## src/tbg_pkg.sv

```systemverilog
package tbg_pkg;

   // Register map, byte addresses on the plain register port
   localparam logic [7:0]  ADDR_CTRL       = 8'h00;
   localparam logic [7:0]  ADDR_STAT       = 8'h04;

   // Control register fields
   localparam int unsigned CTRL_PRBS_BIT   = 0;
   localparam int unsigned CTRL_MODE_LSB   = 1;
   localparam int unsigned CTRL_ENC_BIT    = 4;
   localparam int unsigned CTRL_WIDE_BIT   = 5;
   localparam int unsigned CTRL_RESTART_BIT = 8;
   localparam logic [31:0] CTRL_RESET      = 32'h0000_0010;

   // Status register fields
   localparam int unsigned STAT_DONE_BIT   = 0;
   localparam int unsigned STAT_ERR_BIT    = 1;
   localparam int unsigned STAT_STATE_LSB  = 2;
   localparam int unsigned STAT_CNT_LSB    = 16;

   // Self-test pattern selection
   typedef enum logic [2:0] {
      TM_OFF  = 3'h0,
      TM_INCR = 3'h1,
      TM_HF   = 3'h2,
      TM_LF   = 3'h3,
      TM_MIX  = 3'h4
   } tbg_mode_t;

   // Verifier states, Gray along wait, hunt, check, done
   typedef enum logic [1:0] {
      VS_WAIT  = 2'h0,
      VS_HUNT  = 2'h1,
      VS_CHECK = 2'h3,
      VS_DONE  = 2'h2
   } tbg_vstate_t;

   // Eight-bit character values handed to the encoder
   localparam logic [7:0]  CH_K28_5        = 8'hBC;
   localparam logic [7:0]  CH_K27_7        = 8'hFB;
   localparam logic [7:0]  CH_K29_7        = 8'hFD;
   localparam logic [7:0]  CH_K28_7        = 8'hFC;
   localparam logic [7:0]  CH_D21_5        = 8'hB5;

   // Incremental sequence layout: comma, SOF, 256 data, 10 tail K chars
   localparam logic [8:0]  INC_SOF         = 9'h001;
   localparam logic [8:0]  INC_DATA0       = 9'h002;
   localparam logic [8:0]  INC_TAIL0       = 9'h102;
   localparam logic [8:0]  INC_LAST        = 9'h10B;
   localparam logic [4:0]  SOF_WINDOW      = 5'h1F;

   // PRBS sequence lengths and generator seed
   localparam logic [9:0]  PRBS8_LEN       = 10'h0FF;
   localparam logic [9:0]  PRBS10_LEN      = 10'h3FF;
   localparam logic [9:0]  PRBS_SEED       = 10'h001;

   // Word aligner patterns that the channel must be set up with
   localparam logic [15:0] ALIGN_8BIT      = 16'h40FF;
   localparam logic [9:0]  ALIGN_10BIT     = 10'h3FF;

   typedef struct packed {
      logic       k;
      logic [7:0] b;
   } tbg_sym_t;

   typedef struct packed {
      logic       enc_bypass;
      logic       k;
      logic [9:0] data;
   } tbg_tx_t;

   typedef struct packed {
      logic       sync;
      logic       k;
      logic [9:0] data;
   } tbg_rx_t;

   // One word step; 8-bit taps 8,7,5,3 and 10-bit taps 10,7
   function automatic logic [9:0] prbs_step(input logic [9:0] s,
                                            input logic       wide);
      logic [9:0] n;
      n = wide ? {s[8:0], s[9] ^ s[6]}
               : {2'b00, s[6:0], s[7] ^ s[6] ^ s[4] ^ s[2]};
      // Escape the all-zero lockup state
      if (n == 10'h000) begin
         n = PRBS_SEED;
      end
      return n;
   endfunction

   function automatic tbg_sym_t inc_symbol(input logic [8:0] idx);
      tbg_sym_t   s;
      logic [3:0] t;
      t   = 4'(idx - INC_TAIL0);
      s.k = 1'b1;
      s.b = CH_K28_5;
      if (idx == INC_SOF) begin
         s.b = CH_K27_7;
      end else if (idx >= INC_DATA0 && idx < INC_TAIL0) begin
         s.k = 1'b0;
         s.b = 8'(idx - INC_DATA0);
      end else if (idx >= INC_TAIL0) begin
         unique case (t)
            4'h0:    s.b = 8'h1C;
            4'h1:    s.b = 8'h3C;
            4'h2:    s.b = 8'h5C;
            4'h3:    s.b = 8'h7C;
            4'h4:    s.b = 8'h9C;
            4'h5:    s.b = 8'hDC;
            4'h6:    s.b = 8'hFC;
            4'h7:    s.b = 8'hF7;
            4'h8:    s.b = 8'hFE;
            default: s.b = CH_K29_7;
         endcase
      end
      return s;
   endfunction

endpackage

```

## src/tbg_bist.sv

```systemverilog
// Decided for this implementation: the register offsets and strobed register access.
`timescale 1ns/1ps
module tbg_bist (
   input  wire logic              clk_sys_i,
   input  wire logic              resetn_i,
   input  wire logic [7:0]        reg_addr_i,
   input  wire logic [31:0]       reg_wdata_i,
   input  wire logic              reg_wr_i,
   input  wire logic              reg_rd_i,
   output logic [31:0]            reg_rdata_o,
   input  wire logic              rx_digital_reset_i,
   output tbg_pkg::tbg_tx_t       tx_o,
   input  wire tbg_pkg::tbg_rx_t  rx_i,
   output logic                   rx_dec_bypass_o,
   output logic                   bist_done_o,
   output logic                   bist_err_o
);
   import tbg_pkg::*;

   logic        ctrl_prbs_q;
   tbg_mode_t   ctrl_mode_q;
   logic        ctrl_enc_q;
   logic        ctrl_wide_q;
   logic        restart_q;
   logic [31:0] rdata_d;
   logic [31:0] rdata_q;

   logic [9:0]  gen_lfsr_q;
   logic [9:0]  gen_lfsr_d;
   logic [8:0]  gen_idx_q;
   logic [8:0]  gen_idx_d;
   tbg_sym_t    gen_sym;
   tbg_tx_t     tx_d;
   tbg_tx_t     tx_q;

   tbg_vstate_t v_state_q;
   tbg_vstate_t v_state_d;
   logic [9:0]  v_exp_q;
   logic [9:0]  v_exp_d;
   logic [9:0]  v_cnt_q;
   logic [9:0]  v_cnt_d;
   logic [8:0]  v_idx_q;
   logic [8:0]  v_idx_d;
   logic        v_pass_q;
   logic        v_pass_d;
   logic        set_done;
   logic        set_err;
   logic        done_q;
   logic        err_q;
   logic        bypass_q;

   // Register port decode
   wire         wr_ctrl      = reg_wr_i && reg_addr_i == ADDR_CTRL;
   wire         rd_ctrl      = reg_rd_i && reg_addr_i == ADDR_CTRL;
   wire         rd_stat      = reg_rd_i && reg_addr_i == ADDR_STAT;
   wire         restart      = restart_q || rx_digital_reset_i;
   wire         enc_off      = !ctrl_enc_q;

   // Verifier selection and receive word views
   wire         v_prbs       = ctrl_prbs_q;
   wire         v_inc        = !ctrl_prbs_q && ctrl_mode_q == TM_INCR;
   wire  [9:0]  rx_word      = ctrl_wide_q ? rx_i.data
                                           : {2'b00, rx_i.data[7:0]};
   wire  [9:0]  prbs_total   = ctrl_wide_q ? PRBS10_LEN : PRBS8_LEN;
   wire         prbs_match   = rx_word == v_exp_q;
   wire         rx_is_sof    = rx_i.k && rx_i.data[7:0] == CH_K27_7;
   tbg_sym_t    exp_sym;
   assign       exp_sym      = inc_symbol(v_idx_q);
   wire         inc_match    = rx_i.k == exp_sym.k
                               && rx_i.data[7:0] == exp_sym.b;

   wire  [31:0] ctrl_view    = {23'h00_0000,
                                1'b0,
                                2'b00,
                                ctrl_wide_q,
                                ctrl_enc_q,
                                ctrl_mode_q,
                                ctrl_prbs_q};
   wire  [31:0] stat_view    = {6'h00,
                                v_cnt_q,
                                12'h000,
                                v_state_q,
                                err_q,
                                done_q};

   always_comb begin
      rdata_d = 32'h0000_0000;
      if (rd_ctrl) begin
         rdata_d = ctrl_view;
      end else if (rd_stat) begin
         rdata_d = stat_view;
      end
   end

   always_ff @(posedge clk_sys_i or negedge resetn_i) begin
      if (!resetn_i) begin
         ctrl_prbs_q <= CTRL_RESET[CTRL_PRBS_BIT];
         ctrl_mode_q <= tbg_mode_t'(CTRL_RESET[CTRL_MODE_LSB +: 3]);
         ctrl_enc_q  <= CTRL_RESET[CTRL_ENC_BIT];
         ctrl_wide_q <= CTRL_RESET[CTRL_WIDE_BIT];
         restart_q   <= 1'b0;
         rdata_q     <= 32'h0000_0000;
      end else begin
         if (wr_ctrl) begin
            ctrl_prbs_q <= reg_wdata_i[CTRL_PRBS_BIT];
            ctrl_mode_q <= tbg_mode_t'(reg_wdata_i[CTRL_MODE_LSB +: 3]);
            ctrl_enc_q  <= reg_wdata_i[CTRL_ENC_BIT];
            ctrl_wide_q <= reg_wdata_i[CTRL_WIDE_BIT];
         end
         restart_q <= wr_ctrl && reg_wdata_i[CTRL_RESTART_BIT];
         rdata_q   <= rdata_d;
      end
   end

   // Pattern generator; one symbol per clock
   always_comb begin
      gen_lfsr_d = gen_lfsr_q;
      gen_idx_d  = 9'h000;
      gen_sym    = '0;
      tx_d       = '0;
      tx_d.enc_bypass = ctrl_prbs_q || enc_off;
      if (ctrl_prbs_q) begin
         gen_lfsr_d = prbs_step(gen_lfsr_q, ctrl_wide_q);
         tx_d.data  = gen_lfsr_d;
      end else begin
         unique case (ctrl_mode_q)
            TM_INCR: begin
               gen_sym   = inc_symbol(gen_idx_q);
               gen_idx_d = (gen_idx_q == INC_LAST) ? 9'h000
                                                   : gen_idx_q + 9'h001;
            end
            TM_HF:   gen_sym = '{k: 1'b0, b: CH_D21_5};
            TM_LF:   gen_sym = '{k: 1'b1, b: CH_K28_7};
            TM_MIX:  gen_sym = '{k: 1'b1, b: CH_K28_5};
            // Off and unused codes send idle zeros
            default: gen_sym = '0;
         endcase
         tx_d.k    = gen_sym.k;
         tx_d.data = {2'b00, gen_sym.b};
      end
   end

   always_ff @(posedge clk_sys_i or negedge resetn_i) begin
      if (!resetn_i) begin
         gen_lfsr_q <= PRBS_SEED;
         gen_idx_q  <= 9'h000;
         tx_q       <= '0;
      end else begin
         gen_lfsr_q <= gen_lfsr_d;
         gen_idx_q  <= gen_idx_d;
         tx_q       <= tx_d;
      end
   end

   // Verifier; sync comes from the channel word aligner
   always_comb begin
      v_state_d = v_state_q;
      v_exp_d   = v_exp_q;
      v_cnt_d   = v_cnt_q;
      v_idx_d   = v_idx_q;
      v_pass_d  = v_pass_q;
      set_done  = 1'b0;
      set_err   = 1'b0;
      unique case (v_state_q)
         VS_WAIT: begin
            if (rx_i.sync && v_prbs) begin
               v_exp_d   = prbs_step(rx_word, ctrl_wide_q);
               v_cnt_d   = 10'h001;
               v_state_d = VS_CHECK;
            end else if (rx_i.sync && v_inc) begin
               v_cnt_d   = 10'h000;
               v_state_d = VS_HUNT;
            end
         end
         VS_HUNT: begin
            if (rx_is_sof) begin
               v_idx_d   = INC_DATA0;
               v_pass_d  = 1'b0;
               v_state_d = VS_CHECK;
            end else if (v_cnt_q == 10'(SOF_WINDOW) - 10'h001) begin
               set_err   = 1'b1;
               set_done  = 1'b1;
               v_state_d = VS_DONE;
            end else begin
               v_cnt_d = v_cnt_q + 10'h001;
            end
         end
         VS_CHECK: begin
            if (v_prbs) begin
               if (!prbs_match) begin
                  set_err   = 1'b1;
                  v_state_d = VS_DONE;
               end else begin
                  v_exp_d = prbs_step(v_exp_q, ctrl_wide_q);
                  v_cnt_d = v_cnt_q + 10'h001;
                  if (v_cnt_q == prbs_total - 10'h001) begin
                     set_done  = 1'b1;
                     v_state_d = VS_DONE;
                  end
               end
            end else if (!inc_match) begin
               set_err   = 1'b1;
               set_done  = 1'b1;
               v_state_d = VS_DONE;
            end else if (v_idx_q == INC_LAST) begin
               // Second pass end completes the check
               v_idx_d  = 9'h000;
               v_pass_d = 1'b1;
               if (v_pass_q) begin
                  set_done  = 1'b1;
                  v_state_d = VS_DONE;
               end
            end else begin
               v_idx_d = v_idx_q + 9'h001;
            end
         end
         VS_DONE: v_state_d = VS_DONE;
      endcase
   end

   always_ff @(posedge clk_sys_i or negedge resetn_i) begin
      if (!resetn_i) begin
         v_state_q <= VS_WAIT;
         v_exp_q   <= 10'h000;
         v_cnt_q   <= 10'h000;
         v_idx_q   <= 9'h000;
         v_pass_q  <= 1'b0;
      end else if (restart) begin
         v_state_q <= VS_WAIT;
         v_cnt_q   <= 10'h000;
         v_pass_q  <= 1'b0;
      end else begin
         v_state_q <= v_state_d;
         v_exp_q   <= v_exp_d;
         v_cnt_q   <= v_cnt_d;
         v_idx_q   <= v_idx_d;
         v_pass_q  <= v_pass_d;
      end
   end

   // Set beats restart so a final event is never lost
   always_ff @(posedge clk_sys_i or negedge resetn_i) begin
      if (!resetn_i) begin
         done_q   <= 1'b0;
         err_q    <= 1'b0;
         bypass_q <= 1'b0;
      end else begin
         done_q   <= (done_q && !restart) || set_done;
         err_q    <= (err_q && !restart) || set_err;
         bypass_q <= ctrl_prbs_q;
      end
   end

   assign reg_rdata_o     = rdata_q;
   assign tx_o            = tx_q;
   assign rx_dec_bypass_o = bypass_q;
   assign bist_done_o     = done_q;
   assign bist_err_o      = err_q;

   AST_PRBS8_STEP: assert property (
      @(posedge clk_sys_i) disable iff (!resetn_i)
      (ctrl_prbs_q && !ctrl_wide_q) ##1 (ctrl_prbs_q && !ctrl_wide_q)
      |=> tx_o.data == prbs_step($past(tx_o.data), 1'b0)
          && tx_o.data[9:8] == 2'b00)
      else $error("8-bit PRBS word does not follow polynomial");

   AST_PRBS10_STEP: assert property (
      @(posedge clk_sys_i) disable iff (!resetn_i)
      (ctrl_prbs_q && ctrl_wide_q) ##1 (ctrl_prbs_q && ctrl_wide_q)
      |=> tx_o.data == prbs_step($past(tx_o.data), 1'b1))
      else $error("10-bit PRBS word does not follow polynomial");

   AST_PRBS_BYPASS: assert property (
      @(posedge clk_sys_i) disable iff (!resetn_i)
      ctrl_prbs_q |=> tx_o.enc_bypass && rx_dec_bypass_o && !tx_o.k)
      else $error("PRBS mode did not bypass the 8b/10b paths");

   AST_INC_WRAP: assert property (
      @(posedge clk_sys_i) disable iff (!resetn_i)
      (!ctrl_prbs_q && ctrl_mode_q == TM_INCR && tx_o.k
       && tx_o.data[7:0] == CH_K29_7) ##0
      (!ctrl_prbs_q && ctrl_mode_q == TM_INCR)[*2]
      |-> tx_o.k && tx_o.data[7:0] == CH_K28_5
          ##1 tx_o.k && tx_o.data[7:0] == CH_K27_7)
      else $error("Incremental sequence did not restart after EOF");

   AST_HF_CHAR: assert property (
      @(posedge clk_sys_i) disable iff (!resetn_i)
      (!ctrl_prbs_q && ctrl_mode_q == TM_HF)
      |=> !tx_o.k && tx_o.data == {2'b00, CH_D21_5}
          && tx_o.enc_bypass == $past(enc_off))
      else $error("High-frequency character or bypass wrong");

   AST_HF_RAW: assert property (
      @(posedge clk_sys_i) disable iff (!resetn_i)
      (!ctrl_prbs_q && ctrl_mode_q == TM_HF && enc_off)
      |=> tx_o.enc_bypass && tx_o.data[7:0] == CH_D21_5)
      else $error("High-frequency raw byte not sent unencoded");

   AST_LF_CHAR: assert property (
      @(posedge clk_sys_i) disable iff (!resetn_i)
      (!ctrl_prbs_q && ctrl_mode_q == TM_LF && ctrl_enc_q)
      |=> tx_o.k && !tx_o.enc_bypass && tx_o.data[7:0] == CH_K28_7)
      else $error("Low-frequency K28.7 not fed to encoder");

   AST_LF_RAW: assert property (
      @(posedge clk_sys_i) disable iff (!resetn_i)
      (!ctrl_prbs_q && ctrl_mode_q == TM_LF && enc_off)
      |=> tx_o.enc_bypass && tx_o.data == {2'b00, CH_K28_7})
      else $error("Low-frequency raw byte not sent unencoded");

   AST_MIX_CHAR: assert property (
      @(posedge clk_sys_i) disable iff (!resetn_i)
      (!ctrl_prbs_q && ctrl_mode_q == TM_MIX)
      |=> tx_o.k && tx_o.data == {2'b00, CH_K28_5})
      else $error("Mixed-frequency comma not generated");

   AST_NO_SYNC_NO_CHECK: assert property (
      @(posedge clk_sys_i) disable iff (!resetn_i)
      (v_state_q == VS_WAIT && !rx_i.sync)
      |=> v_state_q == VS_WAIT && !$rose(bist_err_o))
      else $error("Verifier left wait without word sync");

   AST_DONE_COUNT: assert property (
      @(posedge clk_sys_i) disable iff (!resetn_i)
      ($rose(bist_done_o) && ctrl_prbs_q && $stable(ctrl_wide_q)
       && !$past(restart))
      |-> v_cnt_q == prbs_total && !bist_err_o)
      else $error("PRBS done raised before full sequence");

   AST_ERR_HOLD: assert property (
      @(posedge clk_sys_i) disable iff (!resetn_i)
      (bist_err_o && !restart) |=> bist_err_o)
      else $error("Error flag dropped without reset");

   AST_RESTART: assert property (
      @(posedge clk_sys_i) disable iff (!resetn_i)
      (restart && !set_done && !set_err)
      |=> !bist_done_o && !bist_err_o && v_state_q == VS_WAIT)
      else $error("Restart did not clear verifier");

   AST_SOF_WINDOW: assert property (
      @(posedge clk_sys_i) disable iff (!resetn_i)
      (v_state_q == VS_HUNT && !restart && !rx_is_sof
       && v_cnt_q == 10'h01E)
      |=> bist_err_o && bist_done_o)
      else $error("Missing SOF not flagged after 31 words");

endmodule

```

## config.mk

```make
export PLATFORM = sky130hd
export DESIGN_NAME = tbg_bist
export DESIGN_NICKNAME = d
export VERILOG_FILES = /design/src/tbg_pkg.sv /design/src/tbg_bist.sv
export SDC_FILE = /design/constraint.sdc
export NUM_CORES = 1
export LEC_CHECK = 0
export ABC_AREA = 1
export BUFFER_PORTS_ARGS = -buffer_cell sky130_fd_sc_hd__buf_2
export CAP_MARGIN = 20
export CORE_MARGIN = 1.5
export CORE_UTILIZATION = 51
export CTS_CLUSTER_DIAMETER = 60
export DETAILED_ROUTE_END_ITERATION = 6
export PLACE_DENSITY = 0.79
export SETUP_SLACK_MARGIN = 0.3
export SLEW_MARGIN = 20
export SYNTH_ARGS = -nofsm -noshare
export SYNTH_HDL_FRONTEND = slang
export SYNTH_SLANG_ARGS = --single-unit
export TNS_END_PERCENT = 100
```

## constraint.sdc

```tcl
create_clock -name clk_sys_i -period 2.5 [get_ports clk_sys_i]
set_input_delay 0.5 -clock clk_sys_i [delete_from_list [all_inputs] [get_ports clk_sys_i]]
set_output_delay 0.5 -clock clk_sys_i [all_outputs]
set_load 0.01 [all_outputs]
```

==> run metrics <==
cell count after synthesis=745; Inst Count DP=about 950; hpwl dp=approximately 9.5 mm; Final Max Slew Viols=0; post-synthesis mux area share=0%; Yosys top cell by area=dfrtp_1; Synth Area in Compound Gates=10.2%; first-pass GRT wire length=roughly 23 mm; Tcrit/Tclk final=94.6%; vias in the first global route=a little under 5000; Critical Path Start Type=flip-flop; synth top area cells=dfrtp_1 38%, nand2_1 12%, inv_1 5.4%; worst min-delay path class=input port to flip-flop; reg2reg end=v_idx_q[3]; core area=0.0108 mm²; clk slew on worst S/H paths=around 0.09 ns; ant diodes=0; Die X=around 110 µm; gpl congestion=0.895; reg2reg path depth=14; Netlist Area Pre-Place=0.00566 mm²; total power draw=4.77 mW; prevailing post-synth register cell=dfrtp_1; total length of routed wires=14.3 mm; clock latency on the worst-skew pair=0.37 ns; PortBufs=62; # clock sinks=89; Power Density=slightly below 700 mW/mm²; area share of the largest cell type after synthesis=between 30% and 40%; Sw Ratio=approximately two fifths; clk_skew=between 0.008 and 0.009 ns; vias per cell=5.47; Leak=3.39 nW; Hold Startpoint=reg_wdata_i[8]; Comb power frac=roughly two fifths; Die Y=108 µm; RR Startpoint=v_idx_q[8]; Hold EP=restart_q; main combinational cell family by area after synthesis=simple AND/OR/NAND/NOR gates; Root Buffer=clkbuf_8; synth unique cells=47; Initial Util=52.2%; post-synthesis async set-or-reset flop share=100%; post-route cell area=0.00685 mm²; CTS tree=yes; WHS Path Cells=3; EDFF count, synth=0; Peak VDD IR=0.308 mV; flop2flop setup slack=0.13 ns; Pint=2.85 mW; Vias=5451; arrival time worst endpoint=2.63 ns; Simple-Gate Fraction of Synth Area=31.3%; # rows=38; Synth Area in XOR/XNOR=4.64%; Longest Clk Path Bufs=2; WS Path Type=flip-flop to flip-flop; max-cap violations=0; clock period minus worst slack=2.37 ns; CP Capture Type=flip-flop; ratio of cells with drive above 1 in the final layout=25.1%; Post-Synth Adder-Cell Area=4.42%; total CTS buffers=9; outcome=complete, no violations; switching power=1.91 mW; Max transition margin=55.7%; Final Hold Vio Count=0; Setup violations, final=0; Synth Area per Inst=7.60 µm²; Max Fclk=423 MHz; RSZ-0062 raised after global routing=true; sequential share of power=41.7%; critical path data required time=around 2.8 ns; actual slew at the worst max-slew pin=0.661 ns; Clk network pwr share=19.1%; Area after DPL=0.00618 mm²; Hold Slack=0.324 ns; first-iteration detailed-routing DRC count=301; WL per Instance=14.4 µm; largest net degree at the start of global routing=82; post-route insts no fill=997; cell with the most instances after synthesis=nand2_1; sequential-to-total area share from yosys stat=39.4%; DRT antenna net count=0; htree depth=3; I/O pin cnt=between 100 and 150; FF+latch count, synth=89; Layout area overhead=21.0%; global route total overflow=0; worst-path fanout max=8; Synth top cells by count=176 x nand2_1, 87 x dfrtp_1, 81 x inv_1; Yosys warnings=0; Layout Nets=slightly above 900; global router's overall resource usage=between 20% and 30%; antenna violations before repair=0; drt pass-1 iters=7; drt drc=0; die area=about 0.012 mm²
[power groups by stage]
stage / sequential, mW / clock [mW] / combinational (mW)
after floorplan: 1.99 / 0 / 1.18
after global placement: 2.00 / 0 / 1.64
after detailed placement: 2.00 / 0 / 1.67
after CTS: 1.98 / 0.914 / 1.78
after global routing: 2.02 / 0.977 / 2.10
final: 1.99 / 0.909 / 1.87
[placed cells by master, fill, tap and decap left out, types with 22 or more instances in the layout]
cell type and n:
a21oi_1 29, inv_1 75, nand2_1 156, buf_2 61
dfrtp_1 81, nand4_1 36, nor2_1 70, nand3_1 42
nand2_2 22, buf_4 46
[kinds of logic (layout without fill, tap and decap cells)]
family | count (synthesis) | after routing
AND/OR/NAND/NOR | 384 | 387
buffers and inverters | 126 | 220
AO/OA/AOI/OAI | 95 | 95
flip-flops | 89 | 89
XOR/XNOR | 30 | 30
adder cells (fa/ha/maj) | 20 | 20
other | 1 | 16
[flip-flops by register name (all words and copies together) (netlist names)]
register,cells
gen_idx_q,9
v_pass_q,1
rx_dec_bypass_o,1
restart_q,1
ctrl_wide_q,1
reg_rdata_o,16
tx_o,12
ctrl_prbs_q,1
v_state_q,2
v_cnt_q,10
v_exp_q,10
bist_done_o,1
ctrl_mode_q,3
ctrl_enc_q,1
gen_lfsr_q,10
bist_err_o,1
v_idx_q,9
[worst max path at each step]
| stage | end | startpoint | depth (start not counted) | slack (ns) |
|---|---|---|---|---|
| 4_1_cts | v_idx_q[8] | v_idx_q[1] | 18 | 0.21 |
| 3_3_place_gp | v_idx_q[3] | v_idx_q[2] | 20 | 0.11 |
| 3_5_place_dp | v_idx_q[8] | v_idx_q[2] | 16 | 0.06 |
| 6_report | v_idx_q[3] | v_idx_q[8] | 14 | 0.13 |
| 2_1_floorplan | v_idx_q[2] | v_idx_q[1] | 21 | 0.26 |
| 5_1_grt | v_idx_q[1] | v_idx_q[3] | 19 | -0.03 |
[routing by layer]
| layer | vias up | GRT usage [%] | share of wire, % |
|---|---|---|---|
| met5 | - | 0 | 0 |
| li1 | 2658 | - | - |
| met3 | 42 | 3.62 | 5.5 |
| met1 | 2527 | 33.6 | 45 |
| met2 | 224 | 39.3 | 46 |
| met4 | 0 | 10.7 | 3.3 |
[critical path, stage by stage (launching register included)]
cell	delay [ns]
dfrtp_1	0.51
nor2_1	0.36
nand3_4	0.21
nand2_8	0.15
nand3_1	0.10
nand3_1	0.11
nand2_1	0.07
inv_2	0.05
nand2_2	0.06
nor2_4	0.13
nand3_4	0.16
nand2_8	0.13
nand2_8	0.08
nand2_2	0.09
nand2_1	0.05
[area by class of cell]
type | count | area (µm²)
Fill cell | 935 | 3990
Multi-Input combinational cell | 548 | 3200
Sequential cell | 89 | 2240
Timing Repair Buffer | 112 | 714
Inverter | 92 | 357
Tap cell | 140 | 175
Clock buffer | 10 | 128
Clock inverter | 6 | 43.8
[what timing repair did]
| action | 4_1_cts | 5_1_grt |
|---|---|---|
| buffers inserted | 14 | 11 |
| setup endpoints to repair | 18 | 30 |
| pin swaps | 14 | 16 |
| cloned | 4 | 0 |
| hold buffers | 1 | 0 |
| gates resized for setup | 46 | 30 |
| endpoints found under the hold margin | 8 | 0 |
[per-stage QoR]
step | worst slack, ns | util (%) | setup TNS (ns)
3_5_place_dp | 0.0623 | 57.1 | 0
6_report | 0.135 | 63.2 | 0
3_3_place_gp | 0.106 | 57.1 | 0
2_1_floorplan | 0.257 | - | 0
5_1_grt | -0.0253 | 63.2 | -0.0567
4_1_cts | 0.211 | 61.5 | 0
Power figures use the tool's default switching activity.
